`src/ccerr_pkg.sv`:
```
// Constants shared by the control channel error register block.
// Assumes an 8-bit register space reached through the local I2C slave.
package ccerr_pkg;

    // ------------------------------------------------------------------
    // Register offsets
    // ------------------------------------------------------------------
    localparam logic [7:0] CCERR_CHANNEL_ERROR_CONTROL_ADDR = 8'h46;
    localparam logic [7:0] CCERR_CHANNEL_ERROR_STATUS_ADDR  = 8'h47;
    localparam logic [7:0] CCERR_RECEIVE_PORT_SELECT_ADDR   = 8'h4C;

    // ------------------------------------------------------------------
    // Field positions
    // ------------------------------------------------------------------
    localparam int CCERR_NUM_PORTS          = 4;
    localparam int CCERR_SELF_ACK_BIT       = 7;
    localparam int CCERR_DATA_CHECK_BIT     = 6;
    localparam int CCERR_ENH_CHECK_BIT      = 5;
    localparam int CCERR_INJECT_MODE_HI     = 4;
    localparam int CCERR_INJECT_MODE_LO     = 3;
    localparam int CCERR_BYTE_INDEX_HI      = 2;
    localparam int CCERR_BYTE_INDEX_LO      = 0;
    localparam int CCERR_SEQ_ERR_BIT        = 5;
    localparam int CCERR_MASTER_ERR_BIT     = 4;
    localparam int CCERR_READ_SEL_HI        = 5;
    localparam int CCERR_READ_SEL_LO        = 4;
    localparam int CCERR_WRITE_EN_HI        = 3;
    localparam int CCERR_WRITE_EN_LO        = 0;

    // ------------------------------------------------------------------
    // Reset values and masks
    // ------------------------------------------------------------------
    localparam logic [7:0] CCERR_CONTROL_RESET     = 8'h20;
    localparam logic [7:0] CCERR_PORT_SELECT_RESET = 8'h01;
    localparam logic [7:0] CCERR_PORT_SELECT_MASK  = 8'h3F;
    localparam logic [3:0] CCERR_FIRST_BYTES       = 4'h8;

    // ------------------------------------------------------------------
    // Fault injection modes
    // ------------------------------------------------------------------
    typedef enum logic [1:0] {
        CCERR_INJ_NONE       = 2'b00,
        CCERR_INJ_CRC_SEL    = 2'b01,
        CCERR_INJ_CRC_NEXT   = 2'b10,
        CCERR_INJ_DATA_SEL   = 2'b11
    } ccerr_inject_mode_type;

    // Per-port injection sequencer
    typedef enum logic [1:0] {
        CCERR_ST_IDLE        = 2'b00,
        CCERR_ST_WAIT_BYTE   = 2'b01,
        CCERR_ST_WAIT_NORMAL = 2'b10
    } ccerr_state_type;

endpackage

```
`src/ccerr_regs.sv`:
```
// Control channel error checking and fault injection registers, four ports.
// Assumes a register access port from the local I2C slave on sys_clk, and
// per-port channel events from link logic on the same clock.
module ccerr_regs
    import ccerr_pkg::*;
(
    input  wire logic       sys_clk,
    input  wire logic       rst,
    // Register access from the I2C slave
    input  wire logic [7:0] reg_addr,
    input  wire logic [7:0] reg_wdata,
    input  wire logic       reg_wr,
    input  wire logic       reg_rd,
    output logic      [7:0] reg_rdata,
    output logic            reg_rvalid,
    // Per-port channel events
    input  wire logic [3:0] fwd_frame_start,
    input  wire logic [3:0] fwd_byte_sent,
    input  wire logic [3:0] fwd_normal_frame,
    input  wire logic [3:0] fwd_seq_err,
    input  wire logic [3:0] fwd_crc_err,
    input  wire logic [3:0] fwd_lock_err,
    input  wire logic [3:0] port_seq_err_copy,
    input  wire logic [3:0] master_waiting,
    input  wire logic [3:0] echo_valid,
    input  wire logic [3:0] echo_match,
    input  wire logic [3:0] remote_ack,
    // Per-port channel controls
    output logic      [3:0] remote_read_self_ack,
    output logic      [3:0] local_ack_valid,
    output logic      [3:0] local_ack,
    output logic      [3:0] terminate_txn,
    output logic      [3:0] inject_crc_err,
    output logic      [3:0] inject_data_err
);

    // ------------------------------------------------------------------
    // Shared decode
    // ------------------------------------------------------------------
    logic [7:0] port_sel_reg;           // Port select register
    logic [7:0] port_sel_next;          // Its next value
    logic [7:0] ctl_q [CCERR_NUM_PORTS]; // Control register of each port
    logic [7:0] sts_q [CCERR_NUM_PORTS]; // Status read value of each port
    logic [1:0] read_port;              // Port chosen for reads
    logic [3:0] write_ports;            // Ports that take writes
    logic       ctl_write;              // Write strobe to control register
    logic       sts_read;               // Read strobe of status register
    logic [7:0] rdata_next;             // Next read data

    // Reads follow one port, writes may fan out to several at once
    assign read_port   = port_sel_reg[CCERR_READ_SEL_HI:CCERR_READ_SEL_LO];
    assign write_ports = port_sel_reg[CCERR_WRITE_EN_HI:CCERR_WRITE_EN_LO];
    // Strobes of the two per-port registers
    assign ctl_write   = reg_wr &&
                         (reg_addr == CCERR_CHANNEL_ERROR_CONTROL_ADDR);
    // A status read is what clears the sticky flags of the read port
    assign sts_read    = reg_rd &&
                         (reg_addr == CCERR_CHANNEL_ERROR_STATUS_ADDR);

    // ------------------------------------------------------------------
    // Port select register and read mux
    // ------------------------------------------------------------------

    // Next value of port select and read data
    always_comb begin
        port_sel_next = port_sel_reg;
        rdata_next    = 8'h00;
        // Upper bits unused, kept at zero
        if (reg_wr && (reg_addr == CCERR_RECEIVE_PORT_SELECT_ADDR)) begin
            port_sel_next = reg_wdata & CCERR_PORT_SELECT_MASK;
        end
        case (reg_addr)
            CCERR_RECEIVE_PORT_SELECT_ADDR: begin
                rdata_next = port_sel_reg;
            end
            CCERR_CHANNEL_ERROR_CONTROL_ADDR: begin
                rdata_next = ctl_q[read_port];
            end
            CCERR_CHANNEL_ERROR_STATUS_ADDR: begin
                rdata_next = sts_q[read_port];
            end
            default: begin
                rdata_next = 8'h00; // Unmapped reads return zero
            end
        endcase
    end

    // Register port select and the read answer
    // Read data holds between reads so a slow master may take it late;
    // rvalid marks the one cycle in which a fresh answer stands
    always_ff @(posedge sys_clk) begin
        if (rst) begin
            port_sel_reg <= CCERR_PORT_SELECT_RESET;
            reg_rdata    <= 8'h00;
            reg_rvalid   <= 1'b0;
        end else begin
            port_sel_reg <= port_sel_next;
            reg_rvalid   <= reg_rd;
            if (reg_rd) begin
                reg_rdata <= rdata_next;
            end
        end
    end

    // ------------------------------------------------------------------
    // Per-port logic
    // ------------------------------------------------------------------
    // Each port keeps its own control copy, flags and injection sequencer;
    // only the bus decode above is shared between them.
    // Reset puts every port back to enhanced checking with no fault armed
    genvar p;
    generate
        for (p = 0; p < CCERR_NUM_PORTS; p++) begin : g_port
            logic [7:0]      ctl_reg;        // Control register
            logic [7:0]      ctl_next;
            logic            seq_reg;        // Sticky sequence error
            logic            seq_next;
            logic            mst_reg;        // Sticky master error
            logic            mst_next;
            ccerr_state_type st_reg;         // Injection sequencer
            ccerr_state_type st_next;
            logic [3:0]      cnt_reg;        // Bytes sent in this transfer
            logic [3:0]      cnt_next;
            logic            crc_next;
            logic            data_next;
            logic            ackv_next;
            logic            ack_next;
            logic            term_next;
            logic            enh;            // Enhanced checking enabled
            logic            any_err;        // Any forward channel error
            logic            clr_rd;         // This port's status is read
            ccerr_inject_mode_type mode;     // Programmed injection mode
            logic [2:0]      byte_sel;       // Programmed byte index

            assign enh      = ctl_reg[CCERR_ENH_CHECK_BIT];
            assign any_err  = fwd_seq_err[p] | fwd_crc_err[p] | fwd_lock_err[p];
            // Only the port whose status is shown loses its flags on a read
            assign clr_rd   = sts_read && (read_port == 2'(p));
            assign mode     = ccerr_inject_mode_type'(
                ctl_reg[CCERR_INJECT_MODE_HI:CCERR_INJECT_MODE_LO]);
            assign byte_sel = ctl_reg[CCERR_BYTE_INDEX_HI:CCERR_BYTE_INDEX_LO];
            assign ctl_q[p] = ctl_reg;

            // Status view; the mirror applies while enhanced checking is off
            // Bits 3:0 are built elsewhere and read zero from this block
            always_comb begin
                sts_q[p] = 8'h00;
                if (enh) begin
                    sts_q[p][CCERR_SEQ_ERR_BIT]    = seq_reg;
                    sts_q[p][CCERR_MASTER_ERR_BIT] = mst_reg;
                end else begin
                    sts_q[p][CCERR_SEQ_ERR_BIT] =
                        port_seq_err_copy[p];
                end
            end

            // Next state of registers, flags and injection
            // Pulse outputs default low so that each fires for one cycle
            always_comb begin
                ctl_next  = ctl_reg;
                seq_next  = seq_reg;
                mst_next  = mst_reg;
                st_next   = st_reg;
                cnt_next  = cnt_reg;
                crc_next  = 1'b0;
                data_next = 1'b0;
                // Multicast write to every enabled port
                if (ctl_write && write_ports[p]) begin
                    ctl_next = reg_wdata;
                end
                // Clear first, then a same-cycle event sets again
                if (clr_rd && enh) begin
                    seq_next = 1'b0;
                    mst_next = 1'b0;
                end
                if (enh && fwd_seq_err[p]) begin
                    seq_next = 1'b1;
                end
                if (enh && any_err && master_waiting[p]) begin
                    mst_next = 1'b1;
                end
                // Count bytes of the transfer, saturating past the window
                // Saturation keeps a long transfer from wrapping onto a match
                if (fwd_frame_start[p]) begin
                    cnt_next = 4'h0;
                end else if (fwd_byte_sent[p] &&
                             (cnt_reg != CCERR_FIRST_BYTES)) begin
                    cnt_next = cnt_reg + 4'h1;
                end
                case (st_reg)
                    CCERR_ST_IDLE: begin
                        st_next = CCERR_ST_IDLE;
                    end
                    CCERR_ST_WAIT_BYTE: begin
                        if (fwd_byte_sent[p] && !fwd_frame_start[p] &&
                            (cnt_reg == {1'b0, byte_sel})) begin
                            case (mode)
                                CCERR_INJ_CRC_SEL: begin
                                    crc_next = 1'b1;
                                    st_next  = CCERR_ST_IDLE;
                                end
                                CCERR_INJ_CRC_NEXT: begin
                                    st_next = CCERR_ST_WAIT_NORMAL;
                                end
                                CCERR_INJ_DATA_SEL: begin
                                    data_next = 1'b1;
                                    st_next   = CCERR_ST_IDLE;
                                end
                                default: begin
                                    st_next = CCERR_ST_IDLE;
                                end
                            endcase
                        end
                    end
                    CCERR_ST_WAIT_NORMAL: begin
                        if (fwd_normal_frame[p]) begin
                            crc_next = 1'b1;
                            st_next  = CCERR_ST_IDLE;
                        end
                    end
                    default: begin
                        st_next = CCERR_ST_IDLE;
                    end
                endcase
                // A fresh nonzero write re-arms exactly one injection
                // A write wins over the sequencer, so a rewrite restarts it
                if (ctl_write && write_ports[p]) begin
                    if (reg_wdata[CCERR_INJECT_MODE_HI:CCERR_INJECT_MODE_LO]
                        != CCERR_INJ_NONE) begin
                        st_next = CCERR_ST_WAIT_BYTE;
                    end else begin
                        st_next = CCERR_ST_IDLE;
                    end
                end
            end

            // ----------------------------------------------------------
            // Acknowledge path
            // ----------------------------------------------------------

            // Acknowledge handling on the local bus; the answer is held back
            // one cycle so the Nack decision never races the echo compare
            always_comb begin
                ackv_next = echo_valid[p];
                ack_next  = remote_ack[p];
                // Mismatched echo turns the Ack into a Nack while data checking is enabled
                if (ctl_reg[CCERR_DATA_CHECK_BIT] && !echo_match[p]) begin
                    ack_next = 1'b0;
                end
                // Terminate on any channel error while enabled
                term_next = enh && any_err;
            end

            // ----------------------------------------------------------
            // Per-port registers
            // ----------------------------------------------------------

            // Register every per-port state element
            always_ff @(posedge sys_clk) begin
                if (rst) begin
                    ctl_reg                 <= CCERR_CONTROL_RESET;
                    seq_reg                 <= 1'b0;
                    mst_reg                 <= 1'b0;
                    st_reg                  <= CCERR_ST_IDLE;
                    cnt_reg                 <= 4'h0;
                    inject_crc_err[p]       <= 1'b0;
                    inject_data_err[p]      <= 1'b0;
                    local_ack_valid[p]      <= 1'b0;
                    local_ack[p]            <= 1'b0;
                    terminate_txn[p]        <= 1'b0;
                    remote_read_self_ack[p] <= 1'b0;
                end else begin
                    ctl_reg                 <= ctl_next;
                    seq_reg                 <= seq_next;
                    mst_reg                 <= mst_next;
                    st_reg                  <= st_next;
                    cnt_reg                 <= cnt_next;
                    inject_crc_err[p]       <= crc_next;
                    inject_data_err[p]      <= data_next;
                    local_ack_valid[p]      <= ackv_next;
                    local_ack[p]            <= ack_next;
                    terminate_txn[p]        <= term_next;
                    // Self-ack is only safe with an enhanced partner
                    remote_read_self_ack[p] <=
                        ctl_next[CCERR_SELF_ACK_BIT];
                end
            end
        end
    endgenerate

endmodule // ccerr_regs

```
`config.mk`:
```
export PLATFORM = sky130hd
export DESIGN_NAME = ccerr_regs
export DESIGN_NICKNAME = d
export VERILOG_FILES = /design/src/ccerr_pkg.sv /design/src/ccerr_regs.sv
export SDC_FILE = /design/constraint.sdc
export NUM_CORES = 1
export LEC_CHECK = 0
export BUFFER_PORTS_ARGS = -buffer_cell sky130_fd_sc_hd__buf_4
export CORE_ASPECT_RATIO = 1.75
export CORE_MARGIN = 4
export CORE_UTILIZATION = 59
export CTS_CLUSTER_SIZE = 8
export DETAILED_ROUTE_END_ITERATION = 6
export PLACE_DENSITY = 0.88
export SYNTH_ARGS = -nofsm -noshare
export SYNTH_HDL_FRONTEND = slang
export SYNTH_SLANG_ARGS = --single-unit
```
`constraint.sdc`:
```
create_clock -name sys_clk -period 2.6 [get_ports sys_clk]
set_input_delay 0.52 -clock sys_clk [delete_from_list [all_inputs] [get_ports sys_clk]]
set_output_delay 0.52 -clock sys_clk [all_outputs]
set_load 0.01 [all_outputs]
```
-- Word-level counts from Yosys, hierarchy flattened
Cells that the tools add are included.
Widths: inputs -> output; s select.
- output and inout port bits: 33
- bits of input ports: 64
- register bits after elaboration: 99
- word-level logic and storage cells: 256
- bitwise logic cells: 17
- reduce and logical (&&, ||, !) cells: 77
- eq/ne operators: 42
- order comparisons: 1
- mux-type cells: 68
- $add $sub $neg: 4
- operators with widths (kind ; number):
    $logic_and 1x1->1 ; 43
    $mux 1 ; 37
    $bmux 8 s2 ; 2
    $mux 2 ; 16
    $mux 8 ; 4
    $eq 2x2->1 const B ; 14
    $eq 8x7->1 const B ; 3
    $ne 3x3->1 const B ; 8
    $pmux 8 s3 ; 1
    $eq 2x1->1 const B ; 9
    $reduce_bool 2->1 ; 9
    $add 4x1->4 const B ; 4
    $eq 4x3->1 ; 4
    $ne 4x4->1 const B ; 4
    $pmux 2 s2 ; 4
    $reduce_or 2->1 ; 8
    $reduce_or 3->1 ; 4
    $logic_not 1->1 ; 8
    $not 1->1 ; 8
    $or 1x1->1 ; 8
    $pmux 1 s2 ; 4
    $reduce_and 2->1 ; 4
    $ge 3x3->1 const B ; 1
    $not 2->3 ; 1
    $logic_not 2->1 ; 1

-- Depth between registers and ports, before layout
- depth after elaboration: 6
- gate-level depth with buffers: 7
- mapped depth without buffers: 7

-- Least setup slack after synthesis
Ideal clock, no wire load.
- kind: input to register
- from: in reg_addr[4]
- to: reg g_port[1].ctl_reg[5]
- path buffers: 1
- path slack: 0.645 ns
- setup time: 0.129 ns
- required time: 2.471 ns
- arrival time: 1.826 ns
- stages on the path: 6
- cell sequence: or3b_4 nor4_4 nand3_1 buf_6 mux2i_1 nand2_1
- word-level cells in the longest chain between the ends: 3
- RTL lines (item ; RTL line ; RTL):
    start, declared ; ccerr_regs.sv:10 ; input wire logic [7:0] reg_addr,
    $eq 8x7->1 ; ccerr_regs.sv:55 ; (reg_addr == CCERR_CHANNEL_ERROR_CONTROL_ADDR);
    $logic_and 1x1->1 ; ccerr_regs.sv:54 ; assign ctl_write = reg_wr &&
    $logic_and 1x1->1 ; ccerr_regs.sv:168 ; if (ctl_write && write_ports[p]) begin
    end signal, assigned ; ccerr_regs.sv:273 ; ctl_reg <= ctl_next;
    end, declared ; ccerr_regs.sv:114 ; logic [7:0] ctl_reg;
Every way passes these cells.
A chain may end at the register's enable or synchronous reset.

-- Final worst setup path
- from: reg g_port[0].cnt_reg[3]
- to: reg g_port[0].st_reg[1]
- word-level cells in the longest chain between the ends: 4
- RTL lines (item ; RTL line ; RTL):
    start, declared ; ccerr_regs.sv:122 ; logic [3:0] cnt_reg;
    start signal, assigned ; ccerr_regs.sv:277 ; cnt_reg <= cnt_next;
    $eq 4x3->1 ; ccerr_regs.sv:196 ; (cnt_reg == {1'b0, byte_sel})) begin
    $logic_and 1x1->1 ; ccerr_regs.sv:195 ; if (fwd_byte_sent[p] && !fwd_frame_start[p] &&
    $ne 3x3->1 (no source line) ; n/a ;
    $reduce_and 2->1 (no source line) ; n/a ;
    end signal, assigned ; ccerr_regs.sv:276 ; st_reg <= st_next;
    end, declared ; ccerr_regs.sv:120 ; ccerr_state_type st_reg;
Every way passes these cells.

==> results.md <==
- Outcome: finished clean
- Setup tns final: 0 ps
- Crit path required time: 2850 ps
- Layout cells sized above 1: 0.2422
- Syn. warnings: 0
- Final ANT Viol Nets: 0
- Critical path type: reg2reg
- Mapped Area: 4594 um2
- Routed wire length: 11.85 mm
- Rows: 42
- Initial Utilization: 0.6071
- Num ports: 97
- GRT overflow: 0
- DR iter-0 viols: 233
- Worst clock skew: 10.29 ps
- Power per Cell Area: 559.6 nW/um2
- Clock transition at path regs: 70 ps
- Crit start category: flip-flop
- Pin count of the biggest net entering global routing: 41
- Worst EP arrival: 2210 ps
- Via density: 5.929
- Final setup vio count: 0
- DP HPWL: 8.578 mm
- # Max-Cap Violations: 0
- DRC errors left: 0
- Die Height: 124.7 um
- Delay-heaviest family, CP: simple AND/OR/NAND/NOR gates
- Filler cell count: 522
- EDFF count, synth: 0
- Prevailing post-synth register cell: dfxtp_1
- WP buf/inv: 0
- Top cells by count, synth: 99 x dfxtp_1, 45 x mux2i_1, 41 x nor2_1
- Syn_area_per_cell: 9.632 um2
- Max stage delay on crit path: 480 ps
- Clock root buffer: clkbuf_16
- Post-Synthesis Net Count: 557
- Overall Power: 3175 uW
- Nets: 650
- Hold crit path type: in2reg
- Clock Path Buffers: 2
- Largest register FFs: 32
- # H-tree levels: 3
- Max FO, Critical Path: 3
- CP Cell Sequence: or3b_2, nor4_1, o2bb2ai_1, a32o_1, and3_1
- Count leader, synth: dfxtp_1
- Via count of the first global-routing pass: 4,102
- Post-synth top area share: 0.4314
- Drt first pass iters: 5
- CTS buffer count: 9
- Die area: 9318 um2
- Max Slew Vio Count: 0
- Post-synth ARST share: 0
- Synth Instances: 477
- CTS hold repair buffers: 0
- Clk_lat worst skew: 350 ps
- Initial antenna violation count: 0
- Ant. Diodes: 0
- Post-synthesis cell type count: 51
- Via count: 3,925
- Worst relative slew slack: 0.5625
- Largest area contributor in the netlist: dfxtp_1
- Crit path time final: 1967 ps
- Post-CTS setup buffers: 0
- Leak Pwr: 0.002625 uW
- #FFs+latches synth: 99
- DR WL/cell: 17.89 um
- First-pass GRT wire length: 19.00 mm
- Total clock sinks: 99
- Fmax: 508.4 MHz
- Gpl congestion: 0.8916
- Core area: 7567 um2
- Register area share after synthesis: 0.4314
- Area Overhead vs Synth: 23.47%
- Port Buffers: 96
- CTS resizes: 0
- Peak VDD IR: 0.0004129 V
- Final Hold Fails: 0
- Cells taking the most area after synthesis: dfxtp_1 43%, mux2i_1 9.8%, ha_1 4.4%
- Worst-Margin Slew: 655.6 ps
- GRT Total Usage: 0.2638
- R2R Setup Slk: 630 ps
- CTS tree: yes
- CP Capture Type: flip-flop
- Final period utilization: 0.7565
- Die width: 74.71 um
- Unrepaired setup endpoints after global routing: no
- CP max-delay cell: nor4_1
## layout by cell type (no fill, tap or decap), drive strengths merged, types with 3 or more instances in the layout
cell type,synthesis,final
a32o,4,4
xnor2,6,6
nand3,14,14
and3,7,7
mux2i,45,45
ha,16,16
mux4,7,7
nor3b,3,3
a21oi,8,8
a22oi,4,4
or3b,5,5
nor2,42,42
nand2,29,29
a32oi,4,4
dfxtp,99,99
o21ai,18,18
nand2b,8,8
xor2,18,18
buf,11,108
inv,32,33
nand4,9,9
nor2b,10,10
nor4,5,5
clkbuf,15,12
nand3b,3,3
or3,3,3
nor3,25,25
o311a,4,4
## path summary, 6_finish.rpt
check,startpoint,end,cells past startpoint
max,g_port[0].cnt_reg[3],g_port[0].st_reg[1],5
min,fwd_frame_start[2],g_port[2].cnt_reg[3],2
max reg2reg,g_port[0].cnt_reg[3],g_port[0].st_reg[1],5
min reg2reg,reg_rdata[6],reg_rdata[6],2
## through the flow
step,cells,hold WS [ps],util,instance area [um2],setup slack [ps]
floorplan,477,435.9,-,4594,645.3
global placement,647,447.8,0.7097,5370,432.8
detailed placement,647,447.2,0.7097,5370,388.5
CTS,662,368.5,0.7497,5673,669.1
global route,662,376.8,0.7497,5673,507.8
finish,662,370.7,0.7497,5673,633.1
## cell type report
type                            instances  area (um2)  area share
Multi-Input combinational cell        320        2347      0.4138
Clock buffer                           12       256.5     0.04521
Sequential cell                        99        1982      0.3494
Clock inverter                          3       46.29    0.008161
Tap cell                               88       110.1     0.01941
Timing Repair Buffer                  108       810.8      0.1429
Inverter                               32       120.1     0.02117
## routing by layer
metal	GRT usage	share of wire
met3	0.03716	0.049
met2	0.4821	0.56
met1	0.2672	0.35
met5	0	0
met4	0.1541	0.047
## worst register-to-register path: stages, from the launching register on
cell	delay, ps
dfxtp_1	330
or3b_2	460
nor4_1	480
o2bb2ai_1	180
a32o_1	240
and3_1	170
## cell families (layout without fill, tap and decap cells)
kind of cell    after synthesis  count (layout)  share of synthesized area
compound gates               61              61                    0.09314
mux                          53              53                     0.1348
flops                        99              99                     0.4314
simple gates                166             166                     0.1936
buf+inv                      58             155                    0.05773
fa+ha+maj                    16              16                    0.04357
xor+xnor                     24              24                    0.04575
## power breakdown
group / total, uW / switching [uW] / internal (uW)
registers: 1560 / 15.6 / 1540
clock network: 1370 / 575 / 797
logic: 243 / 119 / 124
No activity file was read; power rests on OpenSTA's default activity.
